### config.mk
export PLATFORM = sky130hd
export DESIGN_NAME = obc_device_flat
export DESIGN_NICKNAME = d
export VERILOG_FILES = /design/src/obc_pkg.sv /design/src/obc_if.sv /design/src/obc_device.sv /design/src/flat_wrapper.sv
export SDC_FILE = /design/constraint.sdc
export NUM_CORES = 1
export LEC_CHECK = 0
export BUFFER_PORTS_ARGS = -buffer_cell sky130_fd_sc_hd__buf_4
export CAP_MARGIN = 20
export CELL_PAD_IN_SITES_DETAIL_PLACEMENT = 1
export CELL_PAD_IN_SITES_GLOBAL_PLACEMENT = 1
export CORE_UTILIZATION = 46
export CTS_CLUSTER_DIAMETER = 100
export DETAILED_ROUTE_END_ITERATION = 8
export PLACE_DENSITY_LB_ADDON = 0.1
export SLEW_MARGIN = 20
export SYNTH_ARGS = -nofsm -noshare
export SYNTH_HDL_FRONTEND = slang
export SYNTH_SLANG_ARGS = --single-unit
### constraint.sdc
create_clock -name core_clk -period 11.4 [get_ports core_clk]
set_clock_uncertainty 0.15 [all_clocks]
set_input_delay 0.57 -clock core_clk [delete_from_list [all_inputs] [get_ports core_clk]]
set_output_delay 0.57 -clock core_clk [all_outputs]
set_load 0.02 [all_outputs]
### src/obc_pkg.sv
// Shared constants and types for the option-byte controller and its core-side driver
package obc_pkg;
  // Controller register offsets on the interface register port
  localparam logic [4:0] CTL_OFS    = 5'h00;
  localparam logic [4:0] STAT_OFS   = 5'h04;
  localparam logic [4:0] OB1CS_OFS  = 5'h08;
  localparam logic [4:0] OBSTAT_OFS = 5'h0c;
  localparam logic [4:0] WP0_OFS    = 5'h10;
  localparam logic [4:0] WP1_OFS    = 5'h14;
  // Control word bits
  localparam logic [31:0] CTL_PG    = 32'h0000_0001;
  localparam logic [31:0] CTL_ER    = 32'h0000_0002;
  localparam logic [31:0] CTL_START = 32'h0000_0004;
  localparam logic [31:0] CTL_RLD   = 32'h0000_0008;
  localparam logic [31:0] CTL_END_INTERRUPT_ENABLE = 32'h0000_0010;
  localparam logic [31:0] CTL_WEN   = 32'h0000_0020;
  // Status word bits, flags clear by writing one
  localparam logic [31:0] ST_BUSY   = 32'h0000_0001;
  localparam logic [31:0] ST_PROGRAM_ERROR_FLAG  = 32'h0000_0002;
  localparam logic [31:0] ST_SEQERR = 32'h0000_0004;
  localparam logic [31:0] ST_END    = 32'h0000_0020;
  // Option-byte-1 control/status word
  localparam logic [31:0] OB1_START = 32'h0000_0001;
  localparam logic [31:0] OB1_LOAD  = 32'h0000_0008;
  localparam logic [31:0] OB1_RSV   = 32'h0000_8000;
  localparam int          PART_LSB  = 4;
  localparam int          SIZE_LSB  = 8;
  localparam int          LOCK_LSB  = 16;
  localparam logic [15:0] LOCK_PATTERN = 16'h33cc;
  localparam logic [3:0]  EXT_SIZE_OK  = 4'hf;
  localparam logic [3:0]  PART_64K     = 4'h0;
  localparam logic [3:0]  PART_32K     = 4'h1;
  localparam logic [3:0]  PART_NONE    = 4'hf;
  // Decoded data-flash size and security level codes
  localparam logic [1:0]  DF_NONE  = 2'h0;
  localparam logic [1:0]  DF_32K   = 2'h1;
  localparam logic [1:0]  DF_64K   = 2'h2;
  localparam logic [7:0]  SPC_NONE = 8'ha5;
  localparam logic [7:0]  SPC_HIGH = 8'hcc;
  localparam logic [1:0]  SEC_NONE = 2'h0;
  localparam logic [1:0]  SEC_LOW  = 2'h1;
  localparam logic [1:0]  SEC_HIGH = 2'h2;
  // Option-byte-0 block: three double words from this absolute base
  localparam logic [31:0]  OB0_BASE    = 32'h1fff_f800;
  localparam int           OB0_DWORDS  = 3;
  localparam logic [191:0] OB0_FACTORY = 192'hffff_00ff_00ff_00ff_00ff_00ff_00ff_00ff_00ff_00ff_807f_5aa5;
  localparam logic [63:0]  OB1_FACTORY = 64'hffff_f00f_0000_0ff0;
  // Flash operation lengths in core_clk cycles
  localparam logic [8:0] PROG_CYCLES      = 9'h010;
  localparam logic [8:0] ERASE_CYCLES     = 9'h040;
  localparam logic [8:0] EXT_ERASE_CYCLES = 9'h100;
  // Core-side software register offsets and operation codes
  localparam logic [4:0] SW_CMD_OFS = 5'h00;
  localparam logic [4:0] SW_IDX_OFS = 5'h04;
  localparam logic [4:0] SW_DLO_OFS = 5'h08;
  localparam logic [4:0] SW_DHI_OFS = 5'h0c;
  localparam logic [4:0] SW_OB1_OFS = 5'h10;
  localparam logic [4:0] SW_RES_OFS = 5'h14;
  localparam logic [1:0] OP_NONE    = 2'h0;
  localparam logic [1:0] OP_ERASE   = 2'h1;
  localparam logic [1:0] OP_PROG    = 2'h2;
  localparam logic [1:0] OP_OB1     = 2'h3;

  typedef enum logic [2:0] {
    DS_IDLE  = 3'h0,
    DS_LOAD  = 3'h1,
    DS_ERASE = 3'h2,
    DS_PROG  = 3'h3,
    DS_EXTER = 3'h4,
    DS_OB1PG = 3'h5
  } obc_dstate_type;

  typedef enum logic [3:0] {
    HS_IDLE = 4'h0, HS_POLL = 4'h1, HS_PCHK = 4'h2, HS_WEN = 4'h3,
    HS_WRD  = 4'h4, HS_WCHK = 4'h5, HS_CMD  = 4'h6, HS_LO  = 4'h7,
    HS_HI   = 4'h8, HS_GO1  = 4'h9, HS_WAIT = 4'ha, HS_WACK = 4'hb,
    HS_RLD  = 4'hc
  } obc_hstate_type;
endpackage

### src/obc_if.sv
// Register port and data bus between the processor core and the option-byte controller
`timescale 1ns/100ps
interface obc_if;
  logic [4:0]  regAddr;
  logic [31:0] regWdata;
  logic        regWr;
  logic        regRd;
  logic [31:0] regRdata;
  logic [31:0] dbusAddr;
  logic [31:0] dbusWdata;
  logic        dbusWr;

  modport dev (input regAddr, input regWdata, input regWr, input regRd, output regRdata,
               input dbusAddr, input dbusWdata, input dbusWr);
  modport core (output regAddr, output regWdata, output regWr, output regRd, input regRdata,
                output dbusAddr, output dbusWdata, output dbusWr);
endinterface

### src/obc_device.sv
// Option-byte controller: registers, option flash storage, reload, checks and decode
//
// The register addresses and strobed register access were chosen for this implementation.
`timescale 1ns/100ps
module obc_device import obc_pkg::*; (
  input  wire logic        core_clk,
  input  wire logic        rst_n,
  input  wire logic        porRst_n,
  obc_if.dev               bus,
  input  wire logic        bootMain,
  input  wire logic        bank1Void,
  output logic             endIrq,
  output logic             bootBank1,
  output logic             copyBank1,
  output logic [1:0]       securityLevel,
  output logic             standbyNoReset,
  output logic             deepsleepNoReset,
  output logic             watchdogSoftSelect,
  output logic             brownoutEnable,
  output logic [31:0]      bank0ProtectMask,
  output logic [7:0]       bank1ProtectMask,
  output logic [7:0]       dataflashProtectMask,
  output logic [15:0]      userData,
  output logic [1:0]       dataFlashSize
);
  obc_dstate_type state;
  obc_dstate_type next_state;
  logic [8:0]     cnt;
  logic [8:0]     next_cnt;
  logic [63:0]    obMem [0:OB0_DWORDS-1];
  logic [63:0]    ob1Mem;
  logic           wen;
  logic           pgCmd;
  logic           erCmd;
  logic           end_interrupt_enable;
  logic           program_error_flag;
  logic           seqErr;
  logic           endFlag;
  logic [31:0]    ob1Stage;
  logic [31:0]    ob1Lo;
  logic           opt1_locked_flag;
  logic           opt1_mismatch_flag;
  logic           ob0Err;
  logic [7:0]     userByte;
  logic [31:0]    halfLo;
  logic           halfValid;
  logic [1:0]     halfIdx;
  logic [63:0]    progData;
  logic [1:0]     progIdx;
  logic [31:0]    rdMux;

  wire [31:0]  wd      = bus.regWdata;
  wire         idle    = (state == DS_IDLE);
  wire         lastCyc = (cnt == 9'h001);
  wire         wrCtl   = bus.regWr & (bus.regAddr == CTL_OFS);
  wire         wrStat  = bus.regWr & (bus.regAddr == STAT_OFS);
  wire         wrOb1   = bus.regWr & (bus.regAddr == OB1CS_OFS);
  wire         wStart  = |(wd & CTL_START);
  wire         wEr     = |(wd & CTL_ER);
  wire         wPg     = |(wd & CTL_PG);
  wire         erGo    = wrCtl & wStart & wEr & ~wPg & |(wd & CTL_WEN) & idle;
  wire         rldGo   = wrCtl & |(wd & CTL_RLD) & idle;
  // Option-1 start checks: lock, enable, other commands, reserved bit, size and partition
  wire [3:0]   wPart   = wd[PART_LSB+:4];
  wire         partOk  = (wPart == PART_64K) | (wPart == PART_32K) | (wPart == PART_NONE);
  wire         ob1Go   = wrOb1 & |(wd & OB1_START) & idle;
  wire         ob1Bad  = opt1_locked_flag | ~wen | pgCmd | erCmd | |(wd & OB1_RSV)
                         | (wd[SIZE_LSB+:4] != EXT_SIZE_OK) | ~partOk;
  wire         sizeChg = (wd[PART_LSB+:8] != ob1Mem[PART_LSB+:8]);
  wire [31:0]  ob1New  = {ob1Stage[31:4], ob1Stage[3], 3'h0};
  // Data bus writes into the option-0 block: low word first, then high word of the same double word
  wire         inOb0   = bus.dbusWr & (bus.dbusAddr[31:5] == OB0_BASE[31:5]) & (bus.dbusAddr[4:3] != 2'h3);
  wire [1:0]   dwIdx   = bus.dbusAddr[4:3];
  wire         hiHalf  = bus.dbusAddr[2];
  wire         progHit = inOb0 & hiHalf & halfValid & (halfIdx == dwIdx) & pgCmd & ~erCmd & wen & idle;
  wire         notBlank = (obMem[dwIdx] != {64{1'b1}});
  wire         progGo  = progHit & ~notBlank;
  wire         pgErrSet = progHit & notBlank;
  wire         seqSet  = (wrCtl & wStart & wEr & wPg) | (ob1Go & ob1Bad) | (inOb0 & pgCmd & erCmd);
  wire         opDone  = lastCyc & ((state == DS_ERASE) | (state == DS_PROG) | (state == DS_OB1PG));
  // Reload path: each of the first eleven option-0 byte pairs has its value byte checked against its complement byte
  wire [191:0] obFlat  = {obMem[2], obMem[1], obMem[0]};
  wire [10:0]  pairBad;
  wire [87:0]  pairVal;
  wire [1:0]   secDec  = (pairVal[7:0] == SPC_NONE) ? SEC_NONE :
                         (pairVal[7:0] == SPC_HIGH) ? SEC_HIGH : SEC_LOW;
  wire [3:0]   ldPart  = ob1Mem[PART_LSB+:4];
  wire [1:0]   dfDec   = (ldPart == PART_64K) ? DF_64K : (ldPart == PART_32K) ? DF_32K : DF_NONE;
  wire [31:0]  ctlWord = {26'h0, wen, end_interrupt_enable, 2'h0, erCmd, pgCmd};
  wire [31:0]  statWord = {26'h0, endFlag, 2'h0, seqErr, program_error_flag, ~idle};
  wire [31:0]  ob1Word = {ob1Lo[31:3], opt1_mismatch_flag, opt1_locked_flag, 1'b0};
  wire [31:0]  obstWord = {userData, userByte, 5'h0, securityLevel, ob0Err};

  genvar g;
  generate
    for (g = 0; g < 11; g++) begin : gPair
      assign pairBad[g] = (obFlat[16*g+:8] != ~obFlat[16*g+8+:8]);
      assign pairVal[8*g+:8] = pairBad[g] ? 8'hff : obFlat[16*g+:8];
    end
    for (g = 0; g < OB0_DWORDS; g++) begin : gMem
      always_ff @(posedge core_clk) begin
        if (!porRst_n) begin
          obMem[g] <= OB0_FACTORY[64*g+:64];
        end else if (state == DS_ERASE && lastCyc) begin
          obMem[g] <= {64{1'b1}};
        end else if (state == DS_PROG && lastCyc && progIdx == 2'(g)) begin
          obMem[g] <= progData;
        end
      end
    end
  endgenerate

  assign rdMux = (bus.regAddr == CTL_OFS)    ? ctlWord :
                 (bus.regAddr == STAT_OFS)   ? statWord :
                 (bus.regAddr == OB1CS_OFS)  ? ob1Word :
                 (bus.regAddr == OBSTAT_OFS) ? obstWord :
                 (bus.regAddr == WP0_OFS)    ? bank0ProtectMask :
                 (bus.regAddr == WP1_OFS)    ? {16'h0, dataflashProtectMask, bank1ProtectMask} : 32'h0;

  assign standbyNoReset     = userByte[2];
  assign deepsleepNoReset   = userByte[1];
  assign watchdogSoftSelect = userByte[0];

  always_comb begin
    next_state = state;
    next_cnt = cnt - 9'h001;
    unique case (state)
      DS_IDLE: begin
        next_cnt = cnt;
        if (erGo) begin
          next_state = DS_ERASE;
          next_cnt = ERASE_CYCLES;
        end else if (progGo) begin
          next_state = DS_PROG;
          next_cnt = PROG_CYCLES;
        end else if (ob1Go & ~ob1Bad) begin
          next_state = sizeChg ? DS_EXTER : DS_OB1PG;
          next_cnt = sizeChg ? EXT_ERASE_CYCLES : PROG_CYCLES;
        end else if (rldGo) begin
          next_state = DS_LOAD;
        end
      end
      DS_LOAD: next_state = DS_IDLE;
      DS_EXTER: begin
        if (lastCyc) begin
          next_state = DS_OB1PG;
          next_cnt = PROG_CYCLES;
        end
      end
      DS_ERASE, DS_PROG, DS_OB1PG: begin
        if (lastCyc) begin
          next_state = DS_IDLE;
        end
      end
      default: next_state = DS_IDLE;
    endcase
  end

  // Option-1 flash copy; only the load state after reset or reload moves it into the live fields
  always_ff @(posedge core_clk) begin
    if (!porRst_n) begin
      ob1Mem <= OB1_FACTORY;
    end else if (state == DS_OB1PG && lastCyc) begin
      ob1Mem <= {~ob1New, ob1New};
    end
  end

  always_ff @(posedge core_clk) begin
    if (!rst_n) begin
      state <= DS_LOAD;
      cnt <= 9'h000;
      wen <= 1'b0;
      pgCmd <= 1'b0;
      erCmd <= 1'b0;
      end_interrupt_enable <= 1'b0;
      program_error_flag <= 1'b0;
      seqErr <= 1'b0;
      endFlag <= 1'b0;
      endIrq <= 1'b0;
    end else begin
      state <= next_state;
      cnt <= next_cnt;
      if (wrCtl) begin
        wen <= |(wd & CTL_WEN);
        pgCmd <= wPg;
        erCmd <= wEr;
        end_interrupt_enable <= |(wd & CTL_END_INTERRUPT_ENABLE);
      end
      program_error_flag <= pgErrSet | (program_error_flag & ~(wrStat & |(wd & ST_PROGRAM_ERROR_FLAG)));
      seqErr <= seqSet | (seqErr & ~(wrStat & |(wd & ST_SEQERR)));
      endFlag <= opDone | (endFlag & ~(wrStat & |(wd & ST_END)));
      endIrq <= endFlag & end_interrupt_enable;
    end
  end

  always_ff @(posedge core_clk) begin
    if (!rst_n) begin
      halfValid <= 1'b0;
      halfLo <= 32'h0;
      halfIdx <= 2'h0;
      progData <= 64'h0;
      progIdx <= 2'h0;
      ob1Stage <= 32'h0;
    end else begin
      if (inOb0) begin
        halfValid <= ~hiHalf;
      end
      if (inOb0 & ~hiHalf) begin
        halfLo <= bus.dbusWdata;
        halfIdx <= dwIdx;
      end
      if (progGo) begin
        progData <= {bus.dbusWdata, halfLo};
        progIdx <= dwIdx;
      end
      if (ob1Go & ~ob1Bad) begin
        ob1Stage <= wd;
      end
    end
  end

  // Live option values, refreshed only in the load state after reset or reload
  always_ff @(posedge core_clk) begin
    if (!rst_n) begin
      ob0Err <= 1'b0;
      securityLevel <= SEC_NONE;
      userByte <= 8'h00;
      brownoutEnable <= 1'b0;
      userData <= 16'h0;
      bank0ProtectMask <= 32'h0;
      bank1ProtectMask <= 8'h0;
      dataflashProtectMask <= 8'h0;
      ob1Lo <= 32'h0;
      opt1_locked_flag <= 1'b0;
      opt1_mismatch_flag <= 1'b0;
      dataFlashSize <= DF_NONE;
    end else if (state == DS_LOAD) begin
      ob0Err <= |pairBad;
      securityLevel <= secDec;
      userByte <= pairVal[15:8];
      brownoutEnable <= ~pairVal[15];
      userData <= pairVal[31:16];
      bank0ProtectMask <= pairVal[63:32];
      bank1ProtectMask <= pairVal[71:64];
      dataflashProtectMask <= pairVal[79:72];
      ob1Lo <= ob1Mem[31:0];
      opt1_locked_flag <= (ob1Mem[LOCK_LSB+:16] == LOCK_PATTERN);
      opt1_mismatch_flag <= (ob1Mem[63:32] != ~ob1Mem[31:0]);
      dataFlashSize <= dfDec;
    end
  end

  always_ff @(posedge core_clk) begin
    if (!rst_n) begin
      bootBank1 <= 1'b0;
      copyBank1 <= 1'b0;
      bus.regRdata <= 32'h0;
    end else begin
      bootBank1 <= bootMain & userByte[4] & ~userByte[3] & ~bank1Void;
      copyBank1 <= bootMain & ~userByte[4] & ~userByte[3];
      bus.regRdata <= bus.regRd ? rdMux : 32'h0;
    end
  end
endmodule

### src/flat_wrapper.sv
// flat-port wrapper written by rule: the top's interface ports become plain ports
module obc_device_flat import obc_pkg::*;
  (core_clk, rst_n, porRst_n, bootMain, bank1Void, endIrq, bootBank1, copyBank1, securityLevel, standbyNoReset, deepsleepNoReset, watchdogSoftSelect, brownoutEnable, bank0ProtectMask, bank1ProtectMask, dataflashProtectMask, userData, dataFlashSize, bus_regAddr, bus_regWdata, bus_regWr, bus_regRd, bus_regRdata, bus_dbusAddr, bus_dbusWdata, bus_dbusWr);
  obc_if bus_i ();
  input  wire logic core_clk;
  input  wire logic rst_n;
  input  wire logic porRst_n;
  input  wire logic bootMain;
  input  wire logic bank1Void;
  output logic endIrq;
  output logic bootBank1;
  output logic copyBank1;
  output logic [1:0] securityLevel;
  output logic standbyNoReset;
  output logic deepsleepNoReset;
  output logic watchdogSoftSelect;
  output logic brownoutEnable;
  output logic [31:0] bank0ProtectMask;
  output logic [7:0] bank1ProtectMask;
  output logic [7:0] dataflashProtectMask;
  output logic [15:0] userData;
  output logic [1:0] dataFlashSize;
  input wire logic [$bits(bus_i.regAddr)-1:0] bus_regAddr;
  input wire logic [$bits(bus_i.regWdata)-1:0] bus_regWdata;
  input wire logic [$bits(bus_i.regWr)-1:0] bus_regWr;
  input wire logic [$bits(bus_i.regRd)-1:0] bus_regRd;
  output wire logic [$bits(bus_i.regRdata)-1:0] bus_regRdata;
  input wire logic [$bits(bus_i.dbusAddr)-1:0] bus_dbusAddr;
  input wire logic [$bits(bus_i.dbusWdata)-1:0] bus_dbusWdata;
  input wire logic [$bits(bus_i.dbusWr)-1:0] bus_dbusWr;
  assign bus_i.regAddr = bus_regAddr;
  assign bus_i.regWdata = bus_regWdata;
  assign bus_i.regWr = bus_regWr;
  assign bus_i.regRd = bus_regRd;
  assign bus_regRdata = bus_i.regRdata;
  assign bus_i.dbusAddr = bus_dbusAddr;
  assign bus_i.dbusWdata = bus_dbusWdata;
  assign bus_i.dbusWr = bus_dbusWr;
  obc_device u_core (.core_clk(core_clk), .rst_n(rst_n), .porRst_n(porRst_n), .bus(bus_i), .bootMain(bootMain), .bank1Void(bank1Void), .endIrq(endIrq), .bootBank1(bootBank1), .copyBank1(copyBank1), .securityLevel(securityLevel), .standbyNoReset(standbyNoReset), .deepsleepNoReset(deepsleepNoReset), .watchdogSoftSelect(watchdogSoftSelect), .brownoutEnable(brownoutEnable), .bank0ProtectMask(bank0ProtectMask), .bank1ProtectMask(bank1ProtectMask), .dataflashProtectMask(dataflashProtectMask), .userData(userData), .dataFlashSize(dataFlashSize));
endmodule
**After elaboration in Yosys (flattened, before gate mapping)**

Memories as Yosys holds them, arrays and structs flattened.
Index checks and enable logic that the tools add are counted.

- Add/sub/neg operators: 1
- Equality and inequality tests: 41
- Muxes and demuxes: 56
- Bitwise operators: 93
- Reduce and logical (&&, ||, !) cells: 17

Operator list:

| operator | count |
|---|---|
| 64-bit two-way mux | 6 |
| 32-bit two-way mux | 3 |
| 8-bit inequality test | 12 |
| 8-bit NOT | 11 |
| 8-bit two-way mux | 10 |
| 64-bit inequality test, second input constant | 1 |
| 32-bit NOT | 2 |
| 9-bit two-way mux | 5 |
| 1-bit AND | 42 |
| 32-bit inequality test | 1 |
| 27-bit by 24-bit == test with 1-bit output, second input constant | 1 |
| 1-bit bitwise OR | 21 |
| 1-bit two-way mux | 18 |
| 3-bit two-way mux | 6 |
| 9-bit case mux with 2 select lines | 1 |
| 1-bit NOT | 17 |
| 16-bit by 14-bit == test with 1-bit output, second input constant | 1 |
| 8-bit == test, second input constant | 2 |
| 16-bit two-way mux | 1 |
| 6-bit two-way mux | 2 |
| 11-bit OR reduction | 1 |
| 5-bit by 4-bit == test with 1-bit output, second input constant | 2 |
| 5-bit == test, second input constant | 2 |
| 9-bit by 1-bit == test with 1-bit output, second input constant | 1 |
| other kinds (25) | 39 |

- Bits in registers: 357
- Bits in writable memories: 192
- Input port bits: 109
- Output and inout bits: 107
- Logic and storage cells: 243
- Memories: 1

Memories:

| memory | depth | bits a word | rd ports | clocked after memory_dff | write ports | line | text |
|---|---|---|---|---|---|---|---|
| u_core.obMem | 3 | 64 | 4 | 0 | 3 | obc_device.sv:30 | `logic [63:0] obMem [0:OB0_DWORDS-1];` |

**Depth between registers and ports, before layout**

- Word-level depth: 14
- Gate-level depth with buffers: 10
- Depth with buffers taken out: 8

**Least setup slack after synthesis**

No wires, ideal clock.

- Kind: reg2reg
- Start: reg u_core.cnt[4]
- End: mem u_core.obMem[0][0] (enable)
- Library setup time: 574 ps
- Arrival: 5599 ps
- Data required time: 10676 ps
- Slack: 5077 ps
- Cell stages (with the launch flop): 5
- Path buffers: 0
- Clock period less this slack: 6323 ps
- Path through: dfxtp_1 -> nor4_1 -> and4b_1 -> nand2_1 -> o21ai_0

RTL lines:

| what | line | text |
|---|---|---|
| from (decl) | obc_device.sv:28 | `logic [8:0] cnt;` |
| from (signal assigned) | obc_device.sv:182 | `cnt <= next_cnt;` |
| to (decl) | obc_device.sv:30 |  |

==> summary.txt <==
Outcome
  • Outcome: finished, final reports clean

Worst hold path
  • Worst min path class: in -> reg
  • WHS Path Cells: 3

Floorplanning
  • Die H: 224 um
  • Initial Utilization: between 40% and 50%
  • Chip Width: 224 um
  • Die footprint: 50400 sq um
  • # IOs: between 200 and 250
  • # rows: between 80 and 90
  • Core Area: 48800 sq um

Route
  • Via count: 17.9k
  • Routed Antenna Nets: 0
  • Via density: just under 6
  • DRC viols: 0
  • DR WL/cell: around 24 um
  • Initial detailed-routing violation count: roughly 1.4k
  • Drt pass-1 iters: 5
  • WL final: 73.9 mm

Power and ir drop
  • Leakage: approximately 11 nW
  • Power Dens Cells: around 160 nW/um^2
  • Peak supply drop: 0.126 mV
  • Final Power: 4.29 mW

Timing
  • Fmax: between 200 and 300 MHz
  • Setup violators final: 0
  • Max-slew violation count: 0
  • Final Hold Slack: approximately 0.08 ns
  • Final Hold Viols: 0
  • Setup tns final: 0 ns
  • Post-layout min period: ~3.6 ns
  • Relative slew slack: about a quarter
  • Period utilisation layout: 31.5%
  • Final worst slack: 7.81 ns
  • Worst slew pin tran: approximately 1.1 ns
  • Unrepaired setup endpoints after global routing: false

GRT
  • Largest net degree at the start of global routing: 125
  • Initial antenna violation count: 3
  • Vias in the first global route: 18.2k
  • First-pass GRT wire length: approximately 110 mm
  • Overflow after GRT: 0
  • Overall routing resource usage: ~29%

Clocking
  • H-tree levels: 2
  • CTS tree: built
  • Clock Path Buffers: 3
  • Worst skew pair latency: 0.60 ns
  • Root Driver: clkbuf_16
  • Worst-path clk slew: ~0.060 ns
  • CTS Buf Count: 56
  • Clock sink count: roughly 540
  • # Post-CTS Setup Buffers: 0

Finish
  • Layout cells sized above 1: 14.2%
  • Nets: 2508
  • Final instance area: 26800 sq um
  • Finished Layout Cells: 3105
  • Post-layout util: a little over half
  • Synthesis-to-finish area growth: 17.6%

Critical path
  • Req. time, crit path: ~12 ns
  • R2R depth: 9
  • Critical path class: reg -> reg
  • Crit-path slowest cell: a211oi_1
  • CP endpoint kind: register
  • Critical Path Max Stage Delay: ~0.79 ns
  • CP Cell Sequence: nand4_1 > nor3_1 > nand3_1 > a211oi_1 > o21ai_4 > buf_4 > buf_16 > mux2i_1 > nor2b_1
  • CP max FO: 46
  • Startpoint types: register
  • Critical Path AT: just under 4 ns

Placed design
  • Dpl cell area: approximately 25000 sq um
  • Gpl congestion: between 0.8 and 0.9
  • Port Buffers: about 210
  • Final HPWL DP: between 50 and 60 mm
  • Inst Count DP: roughly 3k
  • Post-place setup slack: about 7.6 ns

Logic synthesis
  • Mapped Cells: 2247
  • Cell Area, Synth: between 20000 and 25000 sq um
  • Main synth FF type: dfxtp_1
  • Async SR Flop Fraction: 0%
  • YS warnings: 0
  • Post-synth top area share: 30.9%
  • Mean post-synth cell area: 10.1 sq um
  • Synth unique cells: 64
  • Number of synthesized flops with an enable pin: 192
  • Number of synthesized register bits: around 540
  • Seq/Total Area, Yosys: between 50% and 60%
  • Post-Syn Nets: 2358
  • Area leader, netlist: dfxtp_1
  • Top post-synthesis cells by area: dfxtp_1 31%, edfxtp_1 25%, nand2_1 4.7%, mux2i_1 3.8%, xnor2_1 3.3%

Job
  • Max_cap viols: 0
layout by cell type (no fill, tap or decap), types with 60 or more instances in the layout:
cell      count
nor2b_1      79
nand2_1     285
mux2i_1      87
nor2_1      161
a21o_1       90
or3_1        74
a21oi_1      93
nand4_1      60
nor3_1       75
o21ai_0      70
dfxtp_1     351
xnor2_1      86
buf_4       237
edfxtp_1    192
path summary, 6_finish.rpt:
| path | start | to | slack (ns) |
|---|---|---|---|
| max | u_core.obMem[0][23]$_DFFE_PP_ | u_core.progData[36]$_SDFFE_PN0P_ | 7.81 |
| min | bus_regWdata[21] | u_core.ob1Stage[21]$_SDFFE_PN0P_ | 0.08 |
| max reg2reg | u_core.obMem[0][23]$_DFFE_PP_ | u_core.progData[36]$_SDFFE_PN0P_ | 7.81 |
| min reg2reg | u_core.ob1Stage[4]$_SDFFE_PN0P_ | u_core.ob1Stage[4]$_SDFFE_PN0P_ | 0.30 |
cells by family (layout without fill, tap and decap cells):
family                   Yosys count  count (layout)  share of synthesized area, %
AND/OR/NAND/NOR                  893             893                          19.5
multiplexers                      88              88                          3.88
adder cells (fa/ha/maj)            2               2                         0.110
other                              0               1                             0
XOR/XNOR                         131             131                          5.04
AO/OA/AOI/OAI                    424             424                          12.3
buffers and inverters            166             359                          2.94
flip-flops                       543             543                          56.2
report_power, final:
part | switching (mW) | internal [mW] | total, mW
clock | 0.764 | 1.10 | 1.86
combinational | 0.194 | 0.125 | 0.319
sequential | 0.0562 | 2.05 | 2.11
layout make-up:
cell class / instances / area, sq um
Antenna cell: 1 / 2.50
Clock buffer: 87 / 1720
Clock inverter: 14 / 146
Fill cell: 5364 / 22100
Inverter: 18 / 67.6
Multi-Input combinational cell: 1538 / 9360
Sequential cell: 543 / 12800
Tap cell: 664 / 831
Timing Repair Buffer: 240 / 1840
per-layer routing:
metal / GRT usage [%] / up-vias / routed length [um]
met5: 0 / - / 0
met4: 10.1 / 0 / 2380
met3: 3.31 / 126 / 3310
met2: 47.8 / 454 / 35100
met1: 39.8 / 9088 / 33100
li1: - / 8242 / -
worst max-delay path: cells and delay by family (launching register included):
family          cells  cell delay, ns
compound gates      2            1.07
simple gates        4            0.91
buf+inv             2            0.59
flops               1            0.48
mux                 1            0.23
sequential cells by signal, summed over array words and instances (netlist names), 16 cells and up:
name	flops
u_core.progData	64
u_core.ob1Lo	29
u_core.ob1Mem	58
u_core.userData	16
u_core.obMem	192
u_core.bus.regRdata	32
u_core.halfLo	32
u_core.ob1Stage	29
u_core.bank0ProtectMask	32
Yosys cell counts, types with 3 or more instances:
master    number
a21boi_0      57
inv_1         16
mux2i_1       87
a21o_1        90
o211ai_1      23
nor3b_1       20
nor2_1       163
nand2_1      287
dfxtp_1      351
nor3_1        77
o22a_1         9
clkbuf_1     118
o21a_1         5
nor4_1        40
a21boi_1      21
or3_1         75
and4b_1        3
nand4b_1       7
buf_2         19
a31oi_1       11
buf_1          7
a21oi_1       93
o211a_1        3
edfxtp_1     192
nand2b_1      35
xor2_1        45
o21ai_0       71
nand3_1       19
and3_1         7
nand4_1       60
or2_2          3
nor2b_1       79
a22oi_1       24
xnor2_1       86
timing repair:
item	CTS	global route
resized for setup	0	0
endpoints found under the setup margin	0	0
hold buffers	1	0
endpoints found under the hold margin	1	0
Note: power is estimated with default switching activity, not from simulation.
